[src/design/pkt_cfg_pkg.sv]
// Package with register map, field layout and reset values of the packet configuration slice.
package pkt_cfg_pkg;

    // ------------------------------------------------------------------
    // Register offsets
    // ------------------------------------------------------------------
    localparam logic [7:0] ADDR_CODING_CTRL   = 8'h33;
    localparam logic [7:0] ADDR_LEN_HIGH      = 8'h34;
    localparam logic [7:0] ADDR_LEN_LOW       = 8'h35;
    localparam logic [7:0] ADDR_SYNC_4        = 8'h36;
    localparam logic [7:0] ADDR_SYNC_3        = 8'h37;
    localparam logic [7:0] ADDR_SYNC_2        = 8'h38;
    localparam logic [7:0] ADDR_SYNC_1        = 8'h39;
    localparam logic [7:0] ADDR_QUALITY       = 8'h3a;
    localparam logic [7:0] ADDR_MBUS_PREAMBLE = 8'h3b;
    localparam logic [7:0] ADDR_MBUS_POSTAMB  = 8'h3c;
    localparam logic [7:0] ADDR_METER_BUS_CONTROL     = 8'h3d;
    localparam logic [7:0] ADDR_RX_AF         = 8'h3e;
    localparam logic [7:0] ADDR_RX_AE         = 8'h3f;
    localparam logic [7:0] ADDR_TX_AF         = 8'h40;
    localparam logic [7:0] ADDR_TX_AE         = 8'h41;
    localparam logic [7:0] ADDR_CTRL_MASK_0   = 8'h42;
    localparam logic [7:0] ADDR_LEN_MODE      = 8'h32;

    // ------------------------------------------------------------------
    // Writable bit masks (reserved bits cleared)
    // ------------------------------------------------------------------
    localparam logic [7:0] MASK_CODING_CTRL = 8'h1d;
    localparam logic [7:0] MASK_METER_BUS_CONTROL   = 8'h0e;
    localparam logic [7:0] MASK_FIFO_LEVEL  = 8'h7f;
    localparam logic [7:0] MASK_LEN_MODE    = 8'h01;
    localparam logic [7:0] MASK_FULL        = 8'hff;

    // ------------------------------------------------------------------
    // Reset values
    // ------------------------------------------------------------------
    localparam logic [7:0] RST_CODING_CTRL = 8'h00;
    localparam logic [7:0] RST_LEN_HIGH    = 8'h00;
    localparam logic [7:0] RST_LEN_LOW     = 8'h14;
    localparam logic [7:0] RST_SYNC        = 8'h88;
    localparam logic [7:0] RST_QUALITY     = 8'h02;
    localparam logic [7:0] RST_MBUS_AMBLE  = 8'h20;
    localparam logic [7:0] RST_METER_BUS_CONTROL   = 8'h00;
    localparam logic [7:0] RST_FIFO_LEVEL  = 8'h30;
    localparam logic [7:0] RST_CTRL_MASK   = 8'h00;
    localparam logic [7:0] RST_LEN_MODE    = 8'h00;

    // ------------------------------------------------------------------
    // Field positions
    // ------------------------------------------------------------------
    localparam int POS_WHITEN     = 4;
    localparam int POS_SRC_LO     = 2;
    localparam int POS_FEC        = 0;
    localparam int POS_SYNC_QUALITY_THRESHOLD_LO  = 6;
    localparam int POS_PREAMBLE_QUALITY_THRESHOLD_LO  = 2;
    localparam int POS_SYNC_QUALITY_CHECK_ENABLE     = 1;
    localparam int POS_PREAMBLE_QUALITY_CHECK_ENABLE     = 0;
    localparam int POS_SUBMODE_LO = 1;
    localparam int POS_LEN_MODE   = 0;

    // ------------------------------------------------------------------
    // Encodings
    // ------------------------------------------------------------------
    typedef enum logic [1:0] {
        SRC_NORMAL = 2'h0,
        SRC_FIFO   = 2'h1,
        SRC_PIN    = 2'h2,
        SRC_PN9    = 2'h3
    } tx_source_t;

    typedef enum logic [2:0] {
        SUB_LONG_HEADER    = 3'h0,
        SUB_OTHER_TO_METER = 3'h1,
        SUB_METER_TO_OTHER = 3'h3,
        SUB_SHORT_HEADER   = 3'h5
    } sub_mode_t;

    // Host access strobe group.
    typedef struct packed {
        logic       write;
        logic       read;
        logic [7:0] addr;
        logic [7:0] wdata;
    } host_req_t;

    // Decoded configuration toward the packet handler.
    typedef struct packed {
        logic        whitening_enable;
        tx_source_t  transmit_data_source;
        logic        error_correction_enable;
        logic        length_mode_select;
        logic [15:0] packet_length;
        logic [31:0] sync_pattern;
        logic [1:0]  sync_quality_threshold;
        logic [3:0]  preamble_quality_threshold;
        logic        sync_quality_check_enable;
        logic        preamble_quality_check_enable;
        logic [7:0]  meter_bus_preamble_length;
        logic [7:0]  meter_bus_postamble_length;
        sub_mode_t   meter_bus_sub_mode;
        logic        sub_mode_error;
        logic [6:0]  rx_fifo_almost_full_level;
        logic [6:0]  rx_fifo_almost_empty_level;
        logic [6:0]  tx_fifo_almost_full_level;
        logic [6:0]  tx_fifo_almost_empty_level;
        logic [7:0]  control_field_mask_first;
        logic        control_filter_active;
    } pkt_cfg_t;

endpackage

[src/design/cfg_reg8.sv]
// One eight-bit configuration register with reset value and writable-bit mask.
`timescale 1ns/100ps
`default_nettype none
module cfg_reg8 #(
    parameter logic [7:0] ADDR     = 8'h00,
    parameter logic [7:0] RST_VAL  = 8'h00,
    parameter logic [7:0] WR_MASK  = 8'hff
) (
    // Clock and reset
    input  wire logic       clock,
    input  wire logic       reset,
    // Host write
    input  wire logic       write,
    input  wire logic [7:0] addr,
    input  wire logic [7:0] wdata,
    // Stored value
    output logic      [7:0] value
);
    logic [7:0] value_ff;
    logic [7:0] nxt_value;

    always_comb begin
        nxt_value = value_ff;
        if (write && addr == ADDR) begin
            // Reserved positions stay zero whatever is written.
            nxt_value = wdata & WR_MASK;
        end
    end

    always_ff @(posedge clock or posedge reset) begin
        if (reset) begin
            value_ff <= RST_VAL & WR_MASK;
        end else begin
            value_ff <= nxt_value;
        end
    end

    assign value = value_ff;
endmodule
`default_nettype wire

[src/design/packet_config_register_slice.sv]
// Packet and protocol configuration register slice with host access and decoded outputs.
// Functional notes
// [RULE_01] Whitening enable bit turns whitening and de-whitening on; clear means none.
// [RULE_02] Two-bit source field picks normal, FIFO, pin or PN9 transmit data.
// [RULE_03] Error-correction bit enables convolutional encoding and Viterbi decoding together.
// [RULE_04] Packet length is sixteen bits: high byte at 0x34, low byte at 0x35.
// [RULE_05] Sync quality threshold in bits 7:6; bit 1 enables check, set at reset.
// [RULE_06] Preamble quality threshold in bits 5:2; bit 0 enables check, clear at reset.
// [RULE_07] Meter bus preamble length is the eight-bit value in 01 chip pairs.
// [RULE_08] Meter bus postamble length is the eight-bit value in 01 chip pairs.
// [RULE_09] Sub-mode accepts only 0, 1, 3 or 5; host writes no others (other values are stored and raise sub_mode_error).
// [RULE_10] Receive FIFO keeps seven-bit almost-full and almost-empty thresholds.
// [RULE_11] Transmit FIFO keeps seven-bit almost-full and almost-empty thresholds.
// [RULE_12] First control mask filters received packets; zero mask disables filtering.
// [RULE_13] Length mode bit selects fixed (0) or variable (1) packet length.
// [RULE_14] Reserved bits read as zero and ignore writes.
// [RULE_15] Registers reset to defaults and change only on a host write.
`timescale 1ns/100ps
`default_nettype none
module packet_config_register_slice (
    // Clock and reset
    input  wire logic                  clock,
    input  wire logic                  reset,
    // Host register access
    input  wire pkt_cfg_pkg::host_req_t host_req,
    output logic                       rdata_valid,
    output logic                 [7:0] rdata,
    output logic                       addr_hit,
    // Decoded configuration
    output pkt_cfg_pkg::pkt_cfg_t      cfg
);
    import pkt_cfg_pkg::*;

    localparam int NREG = 17;

    // ------------------------------------------------------------------
    // Register storage
    // ------------------------------------------------------------------
    localparam logic [NREG*8-1:0] ADDRS = {
        ADDR_LEN_MODE, ADDR_CTRL_MASK_0, ADDR_TX_AE, ADDR_TX_AF, ADDR_RX_AE, ADDR_RX_AF,
        ADDR_METER_BUS_CONTROL, ADDR_MBUS_POSTAMB, ADDR_MBUS_PREAMBLE, ADDR_QUALITY,
        ADDR_SYNC_1, ADDR_SYNC_2, ADDR_SYNC_3, ADDR_SYNC_4,
        ADDR_LEN_LOW, ADDR_LEN_HIGH, ADDR_CODING_CTRL};
    localparam logic [NREG*8-1:0] RSTS = {
        RST_LEN_MODE, RST_CTRL_MASK, RST_FIFO_LEVEL, RST_FIFO_LEVEL, RST_FIFO_LEVEL,
        RST_FIFO_LEVEL, RST_METER_BUS_CONTROL, RST_MBUS_AMBLE, RST_MBUS_AMBLE, RST_QUALITY,
        RST_SYNC, RST_SYNC, RST_SYNC, RST_SYNC, RST_LEN_LOW, RST_LEN_HIGH, RST_CODING_CTRL};
    localparam logic [NREG*8-1:0] MASKS = {
        MASK_LEN_MODE, MASK_FULL, MASK_FIFO_LEVEL, MASK_FIFO_LEVEL, MASK_FIFO_LEVEL,
        MASK_FIFO_LEVEL, MASK_METER_BUS_CONTROL, MASK_FULL, MASK_FULL, MASK_FULL,
        MASK_FULL, MASK_FULL, MASK_FULL, MASK_FULL, MASK_FULL, MASK_FULL, MASK_CODING_CTRL};

    logic [7:0] regs [NREG];

    genvar gi;
    generate
        for (gi = 0; gi < NREG; gi++) begin : g_reg
            cfg_reg8 #(
                .ADDR    (ADDRS[gi*8 +: 8]),
                .RST_VAL (RSTS[gi*8 +: 8]),
                .WR_MASK (MASKS[gi*8 +: 8])
            ) u_reg (
                .clock (clock),
                .reset (reset),
                .write (host_req.write),  // [RULE_15] [RULE_14]
                .addr  (host_req.addr),
                .wdata (host_req.wdata),
                .value (regs[gi])
            );
        end
    endgenerate

    // ------------------------------------------------------------------
    // Read path
    // ------------------------------------------------------------------
    logic       rdata_valid_ff;
    logic [7:0] rdata_ff;
    logic       addr_hit_ff;
    logic       nxt_rdata_valid;
    logic [7:0] nxt_rdata;
    logic       nxt_addr_hit;
    logic       hit;

    always_comb begin
        hit = 1'b0;
        nxt_rdata = 8'h00;
        for (int i = 0; i < NREG; i++) begin
            if (host_req.addr == ADDRS[i*8 +: 8]) begin
                hit = 1'b1;
                nxt_rdata = regs[i];  // [RULE_14]
            end
        end
        if (!host_req.read) begin
            nxt_rdata = rdata_ff;
        end
        nxt_rdata_valid = host_req.read;
        nxt_addr_hit = (host_req.read || host_req.write) ? hit : addr_hit_ff;
    end

    always_ff @(posedge clock or posedge reset) begin
        if (reset) begin
            rdata_valid_ff <= 1'b0;
            rdata_ff <= 8'h00;
            addr_hit_ff <= 1'b0;
        end else begin
            rdata_valid_ff <= nxt_rdata_valid;
            rdata_ff <= nxt_rdata;
            addr_hit_ff <= nxt_addr_hit;
        end
    end

    // ------------------------------------------------------------------
    // Decoded configuration
    // ------------------------------------------------------------------
    pkt_cfg_t cfg_ff;
    pkt_cfg_t nxt_cfg;
    logic [2:0] sub_raw;

    always_comb begin
        nxt_cfg = '0;
        nxt_cfg.whitening_enable = regs[0][POS_WHITEN];  // [RULE_01]
        nxt_cfg.transmit_data_source = tx_source_t'(regs[0][POS_SRC_LO +: 2]);  // [RULE_02]
        nxt_cfg.error_correction_enable = regs[0][POS_FEC];  // [RULE_03]
        nxt_cfg.packet_length = {regs[1], regs[2]};  // [RULE_04]
        nxt_cfg.sync_pattern = {regs[3], regs[4], regs[5], regs[6]};
        nxt_cfg.sync_quality_threshold = regs[7][POS_SYNC_QUALITY_THRESHOLD_LO +: 2];  // [RULE_05]
        nxt_cfg.sync_quality_check_enable = regs[7][POS_SYNC_QUALITY_CHECK_ENABLE];  // [RULE_05]
        nxt_cfg.preamble_quality_threshold = regs[7][POS_PREAMBLE_QUALITY_THRESHOLD_LO +: 4];  // [RULE_06]
        nxt_cfg.preamble_quality_check_enable = regs[7][POS_PREAMBLE_QUALITY_CHECK_ENABLE];  // [RULE_06]
        nxt_cfg.meter_bus_preamble_length = regs[8];  // [RULE_07]
        nxt_cfg.meter_bus_postamble_length = regs[9];  // [RULE_08]
        sub_raw = regs[10][POS_SUBMODE_LO +: 3];
        nxt_cfg.meter_bus_sub_mode = sub_mode_t'(sub_raw);
        // An illegal sub-mode is flagged rather than silently remapped.
        case (sub_raw)
            SUB_LONG_HEADER, SUB_OTHER_TO_METER, SUB_METER_TO_OTHER, SUB_SHORT_HEADER: begin
                nxt_cfg.sub_mode_error = 1'b0;  // [RULE_09]
            end
            default: begin
                nxt_cfg.sub_mode_error = 1'b1;  // [RULE_09]
            end
        endcase
        nxt_cfg.rx_fifo_almost_full_level = regs[11][6:0];  // [RULE_10]
        nxt_cfg.rx_fifo_almost_empty_level = regs[12][6:0];  // [RULE_10]
        nxt_cfg.tx_fifo_almost_full_level = regs[13][6:0];  // [RULE_11]
        nxt_cfg.tx_fifo_almost_empty_level = regs[14][6:0];  // [RULE_11]
        nxt_cfg.control_field_mask_first = regs[15];
        nxt_cfg.control_filter_active = |regs[15];  // [RULE_12]
        nxt_cfg.length_mode_select = regs[16][POS_LEN_MODE];  // [RULE_13]
    end

    always_ff @(posedge clock or posedge reset) begin
        if (reset) begin
            cfg_ff <= '0;
        end else begin
            cfg_ff <= nxt_cfg;
        end
    end

    assign rdata_valid = rdata_valid_ff;
    assign rdata = rdata_ff;
    assign addr_hit = addr_hit_ff;
    assign cfg = cfg_ff;
endmodule
`default_nettype wire

[config.mk]
export PLATFORM = sky130hd
export DESIGN_NAME = packet_config_register_slice
export DESIGN_NICKNAME = d
export VERILOG_FILES = /design/src/design/pkt_cfg_pkg.sv /design/src/design/cfg_reg8.sv /design/src/design/packet_config_register_slice.sv
export SDC_FILE = /design/constraint.sdc
export NUM_CORES = 1
export LEC_CHECK = 0
export BUFFER_PORTS_ARGS = -buffer_cell sky130_fd_sc_hd__buf_4
export CAP_MARGIN = 20
export CORE_MARGIN = 2
export CORE_UTILIZATION = 51
export DETAILED_ROUTE_END_ITERATION = 12
export PLACE_DENSITY = 0.74
export SLEW_MARGIN = 20
export SYNTH_ARGS = -nofsm -noshare
export SYNTH_HDL_FRONTEND = slang
export SYNTH_SLANG_ARGS = --single-unit
[constraint.sdc]
create_clock -name clock -period 8.55 [get_ports clock]
set_input_delay 2.1375 -clock clock [delete_from_list [all_inputs] [get_ports clock]]
set_output_delay 2.1375 -clock clock [all_outputs]
set_load 0.03 [all_outputs]
==> out/metrics.yaml, run 1 <==
crit_type: "input port to flop"
setup_viol: 0
skew_ns: 0.00593
gp_congestion: 0.866
p_total_uw: 2550
post-cts-setup-buffers: 0
diodes: 0
drc: 0
leakage_uw: 0.00555
cts_tree: "yes"
dpl.hpwl_um: 16200
vdd_ir_drop_max_uv: 157
clockRootBuffer: "clkbuf_16"
cts_buffers: 24
finalHoldViolCount: 0
synth_compound_area_share_pct: 8.56
synthMuxAreaShare_pct: 15.6
yosysMostFrequentCell: "dfrtp_1"
yosysTopAreaCell: "dfrtp_1"
clock-sinks: 244
cts_buffer_depth: 3
dpl_cell_area_um2: 10400
worstPathArrival_ns: 4.70
antenna_found_initial: 1
synth_top_flop_cell: "dfrtp_1"
rrSetupSlack_ns: 6.97
synth_commonest_cells: "dfrtp_1 (223), mux2_2 (121), nand2_1 (34), o21ai_0 (34), a21oi_1 (33)"
ys_types: 58
die_w_um: 138
row_count: 49
clk_latency_ns: 0.52
ctsHoldBuffers: 0
drive_above_1_share_pct: 42.2
drv_slew: 0
dieArea_um2: 19200
ys_warn_count: 0
synthCells: 664
async_reset_ff_share_pct: 100
wl_per_cell_um: 23.3
fin_setup_tns_ns: 0
ant_nets: 0
synthSimpleGateAreaFrac_pct: 6.74
htree_num_levels: 1
reg2reg_from: "g_reg[11].u_reg.value[4]$_DFFE_PP1P_"
clk_pin_slew_ns: 0.06
drv_cap: 0
vias: 6084
clock.fmax_ghz: 0.232
die_h_um: 138
cts_resized: 0
hold_path.class: "flop to flop"
synth-edff-count: 0
synthXorXnorAreaFrac_pct: 0
grt_max_degree: 161
outcome: "complete, no violations"
synth-seq-area-share_pct: 66.6
end_kind: "flop"
worstReg2RegEnd: "rdata[4]$_DFFE_PP0P_"
core-area_um2: 17800
finalCritPeriodShare_pct: 50.3
synthToLayoutAreaGrowth_pct: 22.1
yosys.area_share.adder_pct: 0
tightest_slew_ns: 0.993
initial_core_util_pct: 51.6
syn_area_per_cell_um2: 13.9
cp_max_fo: 58
hold_depth: 0
grt_pass1_wl_um: 38200
holdPathEnd: "cfg[60]$_DFF_PP0_"
slew_headroom_pct: 33.7
syn_nets: 684
start_kind: "input port"
power_density_nw_per_um2: 226
grt_usage_pct: 25.6
final_nets: 821
io_buffer_count: 147
worst_ep_required_time_ns: 8.95
ys_top_cells_by_area: "dfrtp_1 (61%), mux2_2 (15%), dfstp_2 (6.0%)"
reg2regPathDepth: 5
totalWireLength_um: 24400
drtIter0Drc: 691
final_area_um2: 11200
min_from: "g_reg[7].u_reg.value[3]$_DFFE_PP0P_"
fin_crit_ns: 4.30
gr-total-overflow: 0
dr.pass1.iters: 7
ios: 148
synth_top_family_by_area: "multiplexers"
yosysTopAreaCellShare_pct: 60.6
ys_ff_latch: 244
synth_area_um2: 9210
rsz0062_at_grt: "no"
via_per_inst: 5.81
fin_hold_ws_ns: 0.391
grt_pass1_vias: 6342
logic make-up after synthesis:
| group | Yosys count |
|---|---|
| AOI/OAI and AO/OA | 126 |
| buffers and inverters | 48 |
| DFF | 244 |
| muxes | 126 |
| and+or+nand+nor | 120 |
through the flow:
step	utilization [%]	instances	setup WS [ns]
floorplan	-	664	3.23
global placement	58.5	1004	3.95
detailed placement	58.5	1004	3.78
CTS	63.0	1048	4.32
global route	63.0	1048	4.08
finish	63.0	1048	4.25
how the worst max path moves through the flow:
stage                      startpoint                                   to  cells after the start
after floorplan                 reset                 addr_hit$_DFFE_PP0P_                      1
after global placement    host_req[8]  g_reg[6].u_reg.value[6]$_DFFE_PP0P_                      5
after detailed placement  host_req[8]  g_reg[6].u_reg.value[0]$_DFFE_PP0P_                      5
after CTS                 host_req[8]  g_reg[6].u_reg.value[0]$_DFFE_PP0P_                      5
after global routing      host_req[8]  g_reg[6].u_reg.value[0]$_DFFE_PP0P_                      5
final                     host_req[8]  g_reg[6].u_reg.value[0]$_DFFE_PP0P_                      5
worst max-delay path, stage by stage:
cell and delay (ns):
buf_4 0.52, nor2b_1 0.87, nand2_1 0.28, nor2_2 0.47
mux2_2 0.40
layout by cell type (no fill, tap or decap), drive strengths merged, types with 3 or more instances in the layout:
master	n
o211ai	4
o21ai	35
o22ai	10
a211oi	4
a22oi	6
nor2b	12
mux2	121
nand4	4
dfstp	21
a31oi	7
inv	9
a21o	3
dfrtp	223
and2	3
o221ai	3
a211o	3
nand2b	3
nor2	31
nand2	34
a21oi	33
nand3	14
nor3	7
mux2i	3
clkinv	7
clkbuf	31
buf	150
clkinvlp	5
final cells by class:
type	count	area, um^2
Inverter	9	37.5
Fill cell	1364	6600
Sequential cell	244	6130
Multi-Input combinational cell	372	2850
Tap cell	229	287
Clock inverter	13	111
Clock buffer	31	688
Timing Repair Buffer	150	1140
power breakdown:
group	total [uW]	internal [uW]	switching [uW]
clock network	1050	604	445
logic	243	83.4	159
registers	1250	1220	38.4
total	2550	1900	643
layer usage:
layer | GRT usage (%) | vias up | share of wire (%)
met1 | 36.6 | 3085 | 43
met3 | 4.95 | 59 | 7.1
met4 | 9.88 | 2 | 3.5
met5 | 0 | - | 0.053
li1 | - | 2658 | -
met2 | 39.5 | 280 | 47
state kept, by name, summed over array words and instances (netlist names):
signal and count:
rdata 8, rdata_valid 1, g.u_reg.value 116, cfg 118, addr_hit 1
(Power assumes the default switching activity.)
==> run 2: changes to the inputs <==
--- a/config.mk
+++ b/config.mk
@@ -8,9 +8,9 @@
 export BUFFER_PORTS_ARGS = -buffer_cell sky130_fd_sc_hd__buf_4
 export CAP_MARGIN = 20
 export CORE_MARGIN = 2
-export CORE_UTILIZATION = 51
+export CORE_UTILIZATION = 53
 export DETAILED_ROUTE_END_ITERATION = 12
-export PLACE_DENSITY = 0.74
+export PLACE_DENSITY = 0.73
 export SLEW_MARGIN = 20
 export SYNTH_ARGS = -nofsm -noshare
 export SYNTH_HDL_FRONTEND = slang
==> constraint.sdc (replaced) <==
create_clock -name clock -period 4.1 [get_ports clock]
set_input_delay 1.025 -clock clock [delete_from_list [all_inputs] [get_ports clock]]
set_output_delay 1.025 -clock clock [all_outputs]
set_load 0.03 [all_outputs]
==> out/metrics.yaml, run 2 (synthesis results as in run 1) <==
finalCritPeriodShare_pct: 71.4
power_frac_clock_pct: 40.3
leakage_uw: 0.00556
slowest_stage: "nor2_1"
finalHoldViolCount: 0
clock-sinks: 244
clk_latency_ns: 0.50
cp_cell_sequence: "buf_4, nor2_1, nand2_1, nor2_2, mux2_2"
die_h_um: 136
critPathBufInv: 1
fillers: 1237
final_core_util_pct: 65.7
dr.pass1.iters: 7
fin_setup_tns_ns: 0
setup_viol: 0
slew_headroom_pct: 29.7
skew_ns: 0.0185
cts_buffers: 23
vias: 6254
cts_buffer_depth: 3
crit_type: "input port to flop"
largest_register_ffs: 118
via_per_inst: 5.98
tightest_slew_ns: 1.05
grt_max_degree: 121
clockRootBuffer: "clkbuf_16"
ant_nets: 0
core-area_um2: 17100
wl_per_cell_um: 24.2
worst_ep_required_time_ns: 4.48
most-common-layout-cells: "dfrtp_1 (223), buf_4 (152), mux2_2 (121), nand2_1 (34), o21ai_0 (34)"
gp_congestion: 0.931
clk_pin_slew_ns: 0.06
grt_usage_pct: 28.1
end_kind: "flop"
diodes: 0
start_kind: "input port"
row_count: 48
htree_num_levels: 1
ios: 148
worstPathArrival_ns: 3.30
drv_cap: 0
gr-total-overflow: 0
path_delay_family: "simple AND/OR/NAND/NOR gates"
dpl.hpwl_um: 17000
critPathMaxStageDelay_ns: 0.84
vdd_ir_drop_max_uv: 300
drtIter0Drc: 628
hold_depth: 0
final_nets: 824
power_density_nw_per_um2: 467
cp_max_fo: 38
p_comb_share_pct: 9.8
initial_core_util_pct: 53.8
synthToLayoutAreaGrowth_pct: 22.0
cts_resized: 0
rrSetupSlack_ns: 2.33
io_buffer_count: 147
drc: 0
clock.fmax_ghz: 0.342
layout_commonest_cell: "dfrtp_1"
drv_slew: 0
p_int_uw: 3960
grt_pass1_wl_um: 38500
switchingPower_uw: 1280
die_w_um: 136
ctsHoldBuffers: 0
netSwitchingFraction_pct: 24.4
antenna_found_initial: 0
dieArea_um2: 18500
cp.depth: 5
post-cts-setup-buffers: 0
reg2regPathDepth: 5
totalWireLength_um: 25300
outcome: "complete, no violations"
rsz0062_at_grt: "no"
grt_pass1_vias: 6414
cts_tree: "yes"
fin_crit_ns: 2.93
seq_power_share_pct: 49.8
hold_path.class: "flop to flop"
drive_above_1_share_pct: 42.0
[run 2: changes by cell type in the layout (fill, tap and decap cells not counted), moves of 2 or more]
cell / previous run / this run
buf_4: 148 / 152
clkbuf_1: 2 / 5
inv_6: 3 / 0
clkbuf_16: 25 / 23
clkinv_2: 5 / 3
clkinvlp_4: 5 / 3
[run 2: per-stage QoR]
stage / hold WS (ns) / cells / power [uW] / worst slack [ns] / cell area, um^2
after CTS: 0.381 / 1045 / 5280 / 1.17 / 11200
final: 0.377 / 1045 / 5250 / 1.17 / 11200
after global routing: 0.407 / 1045 / 5420 / 1.08 / 11200
after floorplan: 0.354 / 664 / 2950 / -0.112 / 9220
after global placement: 0.368 / 1004 / 3160 / 0.739 / 10500
after detailed placement: 0.366 / 1004 / 3170 / 0.665 / 10500
[run 2: cell type report]
class                   count  area (um^2)  area share [%]
clock buffers              33          663            5.90
multi-input cells         372         2850            25.3
well taps                 225          282            2.50
flip-flops and latches    244         6130            54.6
clock inverters             8         98.8           0.879
repair buffers            154         1180            10.5
inverters                   9         37.5           0.334
[run 2: layer usage]
layer / global-route usage [%] / wire, um
met3: 5.00 / 1770
met1: 38.9 / 10400
met4: 10.5 / 864
met5: 0 / 0
met2: 45.0 / 12200
[run 2: power by group through the flow]
stage	Clock, uW	Combinational [uW]	Sequential, uW
3_3_place_gp	0	508	2650
5_1_grt	2250	550	2630
3_5_place_dp	0	516	2650
6_report	2120	516	2610
2_1_floorplan	0	194	2750
4_1_cts	2150	517	2610
[run 2: final timing paths]
check / start / to
max in group asynchronous: reset / g_reg[9].u_reg.value[2]$_DFFE_PP0P_
min in group asynchronous: reset / cfg[17]$_DFF_PP0_
min reg2reg: g_reg[7].u_reg.value[3]$_DFFE_PP0P_ / cfg[60]$_DFF_PP0_
max reg2reg: g_reg[5].u_reg.value[1]$_DFFE_PP0P_ / rdata[1]$_DFFE_PP0P_
min: g_reg[7].u_reg.value[3]$_DFFE_PP0P_ / cfg[60]$_DFF_PP0_
max: host_req[8] / g_reg[9].u_reg.value[4]$_DFFE_PP0P_
